### config.mk
export PLATFORM = sky130hd
export DESIGN_NAME = rfoag_top
export DESIGN_NICKNAME = d
export VERILOG_FILES = /design/src/include/rfoag_pkg.sv /design/src/rtl/rfoag_counter.sv /design/src/rtl/rfoag_top.sv
export SDC_FILE = /design/constraint.sdc
export NUM_CORES = 1
export LEC_CHECK = 0
export BUFFER_PORTS_ARGS = -buffer_cell sky130_fd_sc_hd__buf_2
export CAP_MARGIN = 20
export CORE_MARGIN = 2
export CORE_UTILIZATION = 47
export DETAILED_ROUTE_END_ITERATION = 10
export GPL_TIMING_DRIVEN = 0
export PLACE_DENSITY = 0.89
export SETUP_SLACK_MARGIN = 0.2
export SYNTH_ARGS = -nofsm -noshare
export SYNTH_HDL_FRONTEND = slang
export SYNTH_SLANG_ARGS = --single-unit
### constraint.sdc
create_clock -name hclk -period 4.5 [get_ports hclk]
set_input_delay 0.9 -clock hclk [delete_from_list [all_inputs] [get_ports hclk]]
set_output_delay 0.9 -clock hclk [all_outputs]
set_load 0.01 [all_outputs]
### src/include/rfoag_pkg.sv
// Shared constants and carrier types for the operand address generator
package rfoag_pkg;

   // Address width of one register file port
   localparam int unsigned RFOAG_AW = 6;
   localparam logic [5:0] RFOAG_ADDR_MIN = 6'h00;
   localparam logic [5:0] RFOAG_ADDR_MAX = 6'h3F;

   // Macro opcode register field positions (start values, position, width)
   localparam int unsigned RFOAG_MOP_A_LSB = 0;
   localparam int unsigned RFOAG_MOP_B_LSB = 6;
   localparam int unsigned RFOAG_MOP_C_LSB = 12;
   localparam int unsigned RFOAG_MOP_POS_LSB = 24;
   localparam int unsigned RFOAG_MOP_WID_LSB = 18;

   // Register byte offsets on the bus
   localparam logic [7:0] RFOAG_OFS_CTRL = 8'h00;
   localparam logic [7:0] RFOAG_OFS_CNT = 8'h04;
   localparam logic [7:0] RFOAG_OFS_ADDR = 8'h08;

   // Control register layout and reset value
   localparam int unsigned RFOAG_CTRL_RUN_BIT = 0;
   localparam logic [31:0] RFOAG_CTRL_RST = 32'h0000_0001;

   // Status field positions (byte lanes)
   localparam int unsigned RFOAG_ST_F0 = 0;
   localparam int unsigned RFOAG_ST_F1 = 8;
   localparam int unsigned RFOAG_ST_F2 = 16;
   localparam int unsigned RFOAG_ST_F3 = 24;

   // AHB transfer type and response codes
   localparam logic [1:0] RFOAG_HTRANS_NONSEQ = 2'h2;
   localparam logic HRESP_OKAY = 1'b0;

   // Counter function codes
   typedef enum logic [1:0] {
      RFOAG_CNT_HOLD = 2'h0,
      RFOAG_CNT_LOAD = 2'h1,
      RFOAG_CNT_UP = 2'h2,
      RFOAG_CNT_DOWN = 2'h3
   } rfoag_cfn_e;

   // Write port A source codes
   typedef enum logic [1:0] {
      RFOAG_WA_PIPE = 2'h0,
      RFOAG_WA_CNT = 2'h1,
      RFOAG_WA_RDA = 2'h2,
      RFOAG_WA_RDB = 2'h3
   } rfoag_wasel_e;

   // Per-counter control coming from the control pipeline
   typedef struct packed {
      logic oe;
      rfoag_cfn_e fn;
   } rfoag_cctl_s;

   // Control pipeline register fields used by this block
   typedef struct packed {
      logic [5:0] a_addr;
      logic [5:0] b_addr;
      logic [5:0] c_addr;
      logic [5:0] pos;
      logic [5:0] wid;
      logic a_sel;
      logic b_sel;
      rfoag_wasel_e wa_sel;
      logic wb_sel;
      logic pw_sel;
      rfoag_cctl_s cnt_a;
      rfoag_cctl_s cnt_b;
      rfoag_cctl_s cnt_c;
   } rfoag_pipe_s;

   // Port addresses toward the register file
   typedef struct packed {
      logic [5:0] rd_a;
      logic [5:0] rd_b;
      logic [5:0] wr_a;
      logic [5:0] wr_b;
   } rfoag_rfaddr_s;

endpackage : rfoag_pkg

### src/rtl/rfoag_counter.sv
// Loadable up/down operand counter with wrap to start value
`timescale 1ns/1ps
`default_nettype none
module rfoag_counter #(
   parameter int unsigned AW = 6
) (
   // Clock and reset
   input wire logic hclk,
   input wire logic hresetn,
   // Control
   input wire rfoag_pkg::rfoag_cctl_s ctl,
   input wire logic run,
   input wire logic [AW-1:0] start,
   // Count
   output logic [AW-1:0] cnt,
   output logic [AW-1:0] q
);
   import rfoag_pkg::*;

   // Wrap bounds are fixed at the six-bit address range, so refuse any other width
   if (AW != RFOAG_AW) begin : g_bad_aw
      $error("rfoag_counter: AW must equal register file address width");
   end

   logic [AW-1:0] cnt_r;
   logic [AW-1:0] cnt_nxt;
   logic at_max;
   logic at_min;
   logic step_up;
   logic step_dn;

   // Function decode from the pipeline control
   assign step_up = run && (ctl.fn == RFOAG_CNT_UP);
   assign step_dn = run && (ctl.fn == RFOAG_CNT_DOWN);
   assign at_max = (cnt_r == AW'(RFOAG_ADDR_MAX));
   assign at_min = (cnt_r == AW'(RFOAG_ADDR_MIN));

   // Next count: a step off either bound reloads the opcode start value
   assign cnt_nxt = (ctl.fn == RFOAG_CNT_LOAD) ? start :
      (step_up && at_max) ? start :
      (step_dn && at_min) ? start :
      step_up ? AW'(cnt_r + AW'(1)) :
      step_dn ? AW'(cnt_r - AW'(1)) : cnt_r;

   // Count register, rising edge only
   always_ff @(posedge hclk or negedge hresetn) begin
      if (!hresetn) begin
         cnt_r <= '0;
      end else begin
         cnt_r <= cnt_nxt;
      end
   end

   assign cnt = cnt_r;
   // Disabled output reads zero, like an undriven bus pulled low
   assign q = ctl.oe ? cnt_r : '0;

   property p_wrap_up;
      @(posedge hclk) disable iff (!hresetn)
      (step_up && at_max && ctl.fn != RFOAG_CNT_LOAD) |=> (cnt_r == $past(start));
   endproperty
   a_wrap_up: assert property (p_wrap_up) else $error("up wrap did not reload start");

   property p_wrap_dn;
      @(posedge hclk) disable iff (!hresetn)
      (step_dn && at_min) |=> (cnt_r == $past(start));
   endproperty
   a_wrap_dn: assert property (p_wrap_dn) else $error("down wrap did not reload start");

   property p_load;
      @(posedge hclk) disable iff (!hresetn)
      (ctl.fn == RFOAG_CNT_LOAD) |=> (cnt_r == $past(start));
   endproperty
   a_load: assert property (p_load) else $error("load did not take start value");

   property p_step;
      @(posedge hclk) disable iff (!hresetn)
      (step_up && !at_max) |=> (cnt_r == AW'($past(cnt_r) + AW'(1)));
   endproperty
   a_step: assert property (p_step) else $error("increment step wrong");

endmodule : rfoag_counter
`default_nettype wire

### src/rtl/rfoag_top.sv
// Register file operand address generator with AHB-Lite status and control
// How it works
// A counter stepping off its top or bottom count reloads its start value from the opcode.
// The wrap bounds are address 0 at the bottom and 63 at the top.
// Every operand address leaving the block is six bits wide.
// Read addresses A and B each come from the pipeline field or their counter by one bit.
// Write port A takes the pipeline C field, the C counter, final read A or final read B.
// Read A and B feeding the write port A selector are the already selected addresses.
// The microcode supplies the two write port A select bits in the pipeline register.
// Write port B takes the pipeline C field or the C counter under one select bit.
// Position and width for the ALU each pick the pipeline or the opcode register.
// The microcode supplies the position and width select in the pipeline register.
// A counter loads its start value from the opcode register when told to load.
// Each counter decodes load, direction, output enable and count enable itself.
// Counters change on the rising clock only; all selectors are combinational.
//
// Decided for this implementation: register access over AHB-Lite and the register offsets.
`timescale 1ns/1ps
`default_nettype none
module rfoag_top (
   // Clock and reset
   input wire logic hclk,
   input wire logic hresetn,
   // AHB-Lite slave
   input wire logic hsel,
   input wire logic [31:0] haddr,
   input wire logic [1:0] htrans,
   input wire logic hwrite,
   input wire logic [2:0] hsize,
   input wire logic [31:0] hwdata,
   input wire logic hready,
   output logic [31:0] hrdata,
   output logic hreadyout,
   output logic hresp,
   // Control pipeline and macro opcode register
   input wire rfoag_pkg::rfoag_pipe_s pipe,
   input wire logic [31:0] mop,
   // Toward register file and ALU
   output var rfoag_pkg::rfoag_rfaddr_s rf_addr,
   output logic [5:0] alu_pos,
   output logic [5:0] alu_wid
);
   import rfoag_pkg::*;

   // Six-bit field from the opcode register
   function automatic logic [5:0] mop_field(input logic [31:0] w, input int unsigned lsb);
      logic [31:0] s;
      s = w >> lsb;
      return s[5:0];
   endfunction : mop_field

   // Two-way six-bit selector
   function automatic logic [5:0] sel2(input logic s, input logic [5:0] a, input logic [5:0] b);
      return s ? b : a;
   endfunction : sel2

   logic [5:0] cnt_a;
   logic [5:0] cnt_b;
   logic [5:0] cnt_c;
   logic [5:0] q_a;
   logic [5:0] q_b;
   logic [5:0] q_c;
   logic [5:0] rd_a;
   logic [5:0] rd_b;
   logic [5:0] wr_a;
   logic [5:0] wr_b;
   logic [31:0] ctrl_r;
   logic run;

   assign run = ctrl_r[RFOAG_CTRL_RUN_BIT];

   // Three identical operand counters
   rfoag_counter #(.AW(RFOAG_AW)) u_cnt_a (
      .hclk(hclk),
      .hresetn(hresetn),
      .ctl(pipe.cnt_a),
      .run(run),
      .start(mop_field(mop, RFOAG_MOP_A_LSB)),
      .cnt(cnt_a),
      .q(q_a)
   );
   rfoag_counter #(.AW(RFOAG_AW)) u_cnt_b (
      .hclk(hclk),
      .hresetn(hresetn),
      .ctl(pipe.cnt_b),
      .run(run),
      .start(mop_field(mop, RFOAG_MOP_B_LSB)),
      .cnt(cnt_b),
      .q(q_b)
   );
   rfoag_counter #(.AW(RFOAG_AW)) u_cnt_c (
      .hclk(hclk),
      .hresetn(hresetn),
      .ctl(pipe.cnt_c),
      .run(run),
      .start(mop_field(mop, RFOAG_MOP_C_LSB)),
      .cnt(cnt_c),
      .q(q_c)
   );

   // Address selectors; kept combinational so addresses follow the pipeline in-cycle
   assign rd_a = sel2(pipe.a_sel, pipe.a_addr, q_a);
   assign rd_b = sel2(pipe.b_sel, pipe.b_addr, q_b);
   assign wr_a = (pipe.wa_sel == RFOAG_WA_PIPE) ? pipe.c_addr :
      (pipe.wa_sel == RFOAG_WA_CNT) ? q_c :
      (pipe.wa_sel == RFOAG_WA_RDA) ? rd_a : rd_b;
   assign wr_b = sel2(pipe.wb_sel, pipe.c_addr, q_c);
   assign rf_addr = '{rd_a: rd_a, rd_b: rd_b, wr_a: wr_a, wr_b: wr_b};

   // Position and width toward the ALU, on its critical path
   assign alu_pos = sel2(pipe.pw_sel, pipe.pos, mop_field(mop, RFOAG_MOP_POS_LSB));
   assign alu_wid = sel2(pipe.pw_sel, pipe.wid, mop_field(mop, RFOAG_MOP_WID_LSB));

   // Bus slave: zero wait states, so every data phase is one cycle
   logic ap_valid;
   logic dp_wr_r;
   logic [7:0] dp_addr_r;
   logic [31:0] rd_val;
   logic [31:0] cnt_word;
   logic [31:0] addr_word;

   assign ap_valid = hsel && hready && (htrans == RFOAG_HTRANS_NONSEQ);
   assign cnt_word = {8'h00, 2'h0, cnt_c, 2'h0, cnt_b, 2'h0, cnt_a};
   assign addr_word = {2'h0, wr_b, 2'h0, wr_a, 2'h0, rd_b, 2'h0, rd_a};
   // Unmapped offsets read zero and ignore writes
   assign rd_val = (haddr[7:0] == RFOAG_OFS_CTRL) ? ctrl_r :
      (haddr[7:0] == RFOAG_OFS_CNT) ? cnt_word :
      (haddr[7:0] == RFOAG_OFS_ADDR) ? addr_word : 32'h0000_0000;

   // Address phase capture and read data, sampled at the address edge
   always_ff @(posedge hclk or negedge hresetn) begin
      if (!hresetn) begin
         dp_wr_r <= 1'b0;
         dp_addr_r <= 8'h00;
         hrdata <= 32'h0000_0000;
      end else begin
         dp_wr_r <= ap_valid && hwrite;
         dp_addr_r <= haddr[7:0];
         hrdata <= (ap_valid && !hwrite) ? rd_val : 32'h0000_0000;
      end
   end

   // Control register write in the data phase
   always_ff @(posedge hclk or negedge hresetn) begin
      if (!hresetn) begin
         ctrl_r <= RFOAG_CTRL_RST;
      end else if (dp_wr_r && dp_addr_r == RFOAG_OFS_CTRL) begin
         ctrl_r <= {31'h0000_0000, hwdata[RFOAG_CTRL_RUN_BIT]};
      end
   end

   // Ready from the first edge after reset, always OKAY
   always_ff @(posedge hclk or negedge hresetn) begin
      if (!hresetn) begin
         hreadyout <= 1'b0;
         hresp <= HRESP_OKAY;
      end else begin
         hreadyout <= 1'b1;
         hresp <= HRESP_OKAY;
      end
   end

   property p_rd_a;
      @(posedge hclk) disable iff (!hresetn)
      rf_addr.rd_a == (pipe.a_sel ? q_a : pipe.a_addr);
   endproperty
   a_rd_a: assert property (p_rd_a) else $error("read A source wrong");

   property p_rd_b;
      @(posedge hclk) disable iff (!hresetn)
      (pipe.b_sel && pipe.cnt_b.oe) |-> (rf_addr.rd_b == cnt_b);
   endproperty
   a_rd_b: assert property (p_rd_b) else $error("read B not from counter");

   property p_wa_final;
      @(posedge hclk) disable iff (!hresetn)
      (pipe.wa_sel == RFOAG_WA_RDB) |-> (rf_addr.wr_a == rf_addr.rd_b);
   endproperty
   a_wa_final: assert property (p_wa_final) else $error("write A not final B");

   property p_wa_cnt;
      @(posedge hclk) disable iff (!hresetn)
      (pipe.wa_sel == RFOAG_WA_CNT && pipe.cnt_c.oe) |-> (rf_addr.wr_a == cnt_c);
   endproperty
   a_wa_cnt: assert property (p_wa_cnt) else $error("write A not from C counter");

   property p_wb;
      @(posedge hclk) disable iff (!hresetn)
      (!pipe.wb_sel) |-> (rf_addr.wr_b == pipe.c_addr);
   endproperty
   a_wb: assert property (p_wb) else $error("write B not from pipeline");

   property p_pw;
      @(posedge hclk) disable iff (!hresetn)
      pipe.pw_sel |-> (alu_pos == mop[29:24] && alu_wid == mop[23:18]);
   endproperty
   a_pw: assert property (p_pw) else $error("position or width not from opcode");

   property p_cnt_stop;
      @(posedge hclk) disable iff (!hresetn)
      (!run && pipe.cnt_a.fn != RFOAG_CNT_LOAD) |=> $stable(cnt_a);
   endproperty
   a_cnt_stop: assert property (p_cnt_stop) else $error("counter moved while stopped");

   property p_ctrl_wr;
      @(posedge hclk) disable iff (!hresetn)
      (ap_valid && hwrite && haddr[7:0] == RFOAG_OFS_CTRL) ##1 1'b1
      |=> (ctrl_r[0] == $past(hwdata[0]));
   endproperty
   a_ctrl_wr: assert property (p_ctrl_wr) else $error("control write lost");

endmodule : rfoag_top
`default_nettype wire

; ---- Yosys cells after proc, flatten, opt, wreduce, memory -nomap -nowiden
; Cells that the tools add are included.
[op_classes]
n_addsub = 6
eq_ne = 17
mux = 30
reduce_logical = 27
[op_table]
columns = op, count
row1 = two-way mux 6 bit, 26
row2 = two-way mux 30 bit, 4
row3 = adder 6 x 1 -> 6 bit (second input constant), 3
row4 = equality test 6 bit (second input constant), 3
row5 = zero test 6 bit, 3
row6 = subtractor 6 x 1 -> 6 bit (second input constant), 3
row7 = logical AND 1 bit, 17
row8 = equality test 2 bit (second input constant), 8
row9 = zero test 8 bit, 2
row10 = nonzero test 5 bit, 3
row11 = equality test 2 x 1 -> 1 bit (second input constant), 4
row12 = equality test 8 x 3 -> 1 bit (second input constant), 1
row13 = equality test 8 x 4 -> 1 bit (second input constant), 1
row14 = zero test 2 bit, 1
row15 = zero test 1 bit, 1
[totals]
ff_bits = 59
input_bits = 151
output_inout_bits = 70
wordCells = 88

; ---- Longest topological paths before layout
[depth]
depth_word = 9
ltp_mapped = 8
mapped_depth_nobuf = 7

; ---- Hierarchy
; Synthesis repeated with hierarchy kept, for this count alone.
[hier_totals]
hier_cells = 352
area_unflattened_um2 = 3761.1
[by_module_without_submodules]
columns = mod, n_inst, cells_per_inst, area_each_um2, seq_area_each_um2
row1 = rfoag_top, 1, 152, 1916.8, 877.1
row2 = rfoag_counter (u_cnt_a ...), 2, 67, 615.6, 150.1
row3 = rfoag_counter (u_cnt_b), 1, 66, 613.1, 150.1

; ---- Worst setup path after synthesis
; No wires, ideal clock.
[synth_path]
path_type = input-to-output
from = input pipe[13] (netlist bit)
to = output rf_addr[10] (netlist bit)
arrival_ns = 1.853
required_ns = 3.600
path_slack_ns = 1.747
stages = 4
path_buffers = 1
cell_sequence = buf_2 -> nand3_1 -> o21ai_0 -> mux4_2
[synth_rtl]
columns = item, line_no
row1 = start: declaration, rfoag_top.sv:36  ; input wire rfoag_pkg::rfoag_pipe_s pipe,
row2 = end: declaration, rfoag_top.sv:39  ; output var rfoag_pkg::rfoag_rfaddr_s rf_addr,

==> metrics.md <==
| Metric | Value |
|---|---|
| Outcome | completed |
| DR pass1 iterations | 5 |
| Slew headroom | about three fifths |
| Synth Instances | roughly 360 |
| Crit-path most repeated cell | buf_2 |
| Ys flop type | dfrtp_1 |
| Syn-to-layout area delta | 28.7% |
| Postcts setup bufs | 0 |
| Remaining antenna violation count | 0 |
| Kind of critical path | in -> out |
| Setup Skew | 0.00753 ns |
| Finished Core Util | between 60% and 70% |
| CTS tree | done |
| Vias in the first global route | between 3000 and 4000 |
| CP top delay family | multiplexers |
| Drt via density | about 5.6 |
| RSZ-0062 raised after global routing | no |
| Clk root buf | clkbuf_8 |
| Clock Latency Late Sink | about 0.31 ns |
| CTS Buffer Depth | 2 |
| CTS clk-pin slew, worst paths | about 0.1 ns |
| Core Area | slightly above 0.007 sq mm |
| Largest stage delay, worst path | ~0.57 ns |
| Synth Cell Area | ~0.0035 sq mm |
| Post-CTS resize count | 0 |
| RePlAce Congestion | roughly 0.98 |
| DP HPWL | slightly above 8 mm |
| Setup_tns | 0 ns |
| Crit start category | primary input |
| Final hold viol count | 0 |
| Pre-CTS setup slack | around 1.4 ns |
| Final wirelength | just over 10 mm |
| Initial detailed-routing violation count | 119 |
| Max Freq | 0.321 GHz |
| Mean post-synth cell area | between 9 and 10 sq um |
| Vias | around 3500 |
| Diode count | 0 |
| Clock sink count | between 50 and 60 |
| Sequential area share after synthesis | a little under two fifths |
| GRT met1 Usage | slightly below 30% |
| Hold Crit Class | in -> async |
| Largest net degree at the start of global routing | 29 |
| Leak | 0.00230 uW |
| Commonest non-fill, non-tap cell in the layout | buf_2 |
| Share of layout cells above drive strength 1 | 39.8% |
| Final setup fails | 0 |
| Max_cap viols | 0 |
| Die height | about 91 um |
| Hold WS | 0.586 ns |
| GR Overflow Total | 0 |
| Post-synth EDFFs | 0 |
| GR Util met2 | approximately 45% |
| Total CTS buffers | 5 |
| Pwr/cell area | roughly 400 mW/mm^2 |
| Top Usage Layer GRT | met2 |
| Bufs and invs on worst path | 3 |
| Worst Path Required | approximately 3.6 ns |
| Most frequent cells in the layout | buf_2, dfrtp_1, nor2_1, nand2_1, o21ai_0 |
| Max FO, Critical Path | 10 |
| Die area | 0.00822 sq mm |
| First-pass GRT wire length | about 16 mm |
| Worst Tran Pin Value | around 0.62 ns |
| Final worst slack | 1.39 ns |
| Initial antenna violation count | 0 |
| Final min period | 3.11 ns |
| Initial Util | 48.7% |
| Final slew viol count | 0 |
| Rows | 31 |
| Final Cycle Share | about 70% |
| Flip-flop and latch count after synthesis | 53 |
| Yosys Warn Count | 0 |
| CP Capture Type | output pin |
| H-tree levels | 2 |
| I/O pin count | 221 |
| Met3 Resource Use GR | approximately 4.0% |
| Final-layout fill cell count | 601 |
| Worst-path cell chain | buf_2 -> buf_2 -> nand3_1 -> o21ai_0 -> mux4_2 -> buf_2 |
| Wire per inst | between 15 and 20 um |
| DRC viols | 0 |
| Worst VDD drop | about 0.15 mV |
| Die W | 90.7 um |
| Post-layout net count | ~690 |
| # hold bufs at CTS | 0 |
| All-Layer GR Usage | between 20% and 30% |
| Synth cell types | between 50 and 60 |
| Post-synth ARST share | between 90% and 100% |
| CP max-delay cell | mux4_2 |
| Crit path DAT | around 2.2 ns |
| Number of port buffers | 149 |
flip-flops by register name, summed over array words and instances, names as in the netlist:
register	count
hreadyout	1
dp_wr_r	1
dp_addr_r	8
ctrl_r	1
u_cnt_b.cnt	6
hrdata	24
u_cnt_c.cnt	6
u_cnt_a.cnt	6
worst paths after layout:
kind,cells past startpoint,to,slack [ns],startpoint
worst max register to register,8,u_cnt_c.cnt[5],1.98,ctrl_r[0]
max in group asynchronous,2,ctrl_r[0],3.29,hresetn
worst min-delay path,1,dp_addr_r[6],0.59,hresetn
min in group hclk,2,u_cnt_c.cnt[4],0.63,u_cnt_c.cnt[4]
worst min register to register,2,u_cnt_c.cnt[4],0.63,u_cnt_c.cnt[4]
worst max-delay path,6,rf_addr[10],1.39,pipe[13]
cells by family after synthesis:
family / Yosys count / share of synthesized area (%)
adders and majority gates: 15 / 5.96
buffers and inverters: 42 / 5.85
AOI/OAI and AO/OA: 83 / 17.3
other: 2 / 0.213
xor gates and xnor gates: 6 / 1.49
DFF: 53 / 37.6
and+or+nand+nor: 122 / 17.7
muxes: 39 / 13.9
per-layer routing:
layer / up-vias / share of wire (%)
met3: 18 / 8.0
met1: 1672 / 37
met4: 0 / 1.7
met2: 186 / 53
li1: 1639 / -
met5: - / 0
metrics by stage:
| stage | cells | total power, uW | area [sq um] |
|---|---|---|---|
| 5_1_grt | 627 | 1920 | 4540 |
| 3_5_place_dp | 619 | 1510 | 4450 |
| 3_3_place_gp | 618 | 1450 | 4430 |
| 2_1_floorplan | 370 | 1250 | 3560 |
| 4_1_cts | 627 | 1790 | 4540 |
| 6_report | 627 | 1800 | 4540 |
where the power goes:
group | total [uW] | internal [uW] | switching (uW)
clock network | 286 | 114 | 172
registers | 698 | 551 | 147
logic | 815 | 393 | 422
synthesized netlist by cell type (all sizes together) (2+ instances only):
cell	instances	share of area, %
and2	10	1.8
nor2b	3	0.53
nor3	11	1.6
o31ai	2	0.57
a21oi	5	0.82
fa	3	1.7
nand3b	3	0.64
and3	9	1.6
conb	2	0.21
ha	12	4.3
a21o	6	1.3
a22oi	20	4.3
mux2i	14	4.0
mux2	19	6.1
o211ai	3	0.78
inv	17	1.8
nand3	14	2.0
o41ai	2	1.6
xor2	3	0.74
mux4	6	3.8
a211o	2	0.50
xnor2	3	0.74
nor2	30	3.2
clkbuf	8	0.89
or3	5	0.89
o21ai	26	3.7
a211oi	9	1.9
nand2	22	2.3
nor4	3	0.53
nand4b	2	0.50
buf	17	3.2
o311ai	2	0.50
nand2b	2	0.35
dfrtp	52	37
nand4	4	0.71
layout make-up:
cell class / count / area (sq um) / share of cell area (%)
inverter: 17 / 63.8 / 1.40
multi-input combinational: 275 / 2030 / 44.6
timing repair buffer: 150 / 766 / 16.9
buffer: 25 / 143 / 3.14
sequential: 53 / 1330 / 29.2
clock inverter: 3 / 26.3 / 0.578
clock buffer: 5 / 68.8 / 1.51
tap: 99 / 124 / 2.73
worst register-to-register path, stage by stage (launching register included):
cell and delay, ns:
dfstp_2 0.56, buf_4 0.18, nand3b_1 0.32, ha_1 0.43, a211oi_1 0.23, nor2_1 0.12, mux2i_1 0.15, or2_2 0.31
o211ai_2 0.15
(Power assumes the default switching activity.)
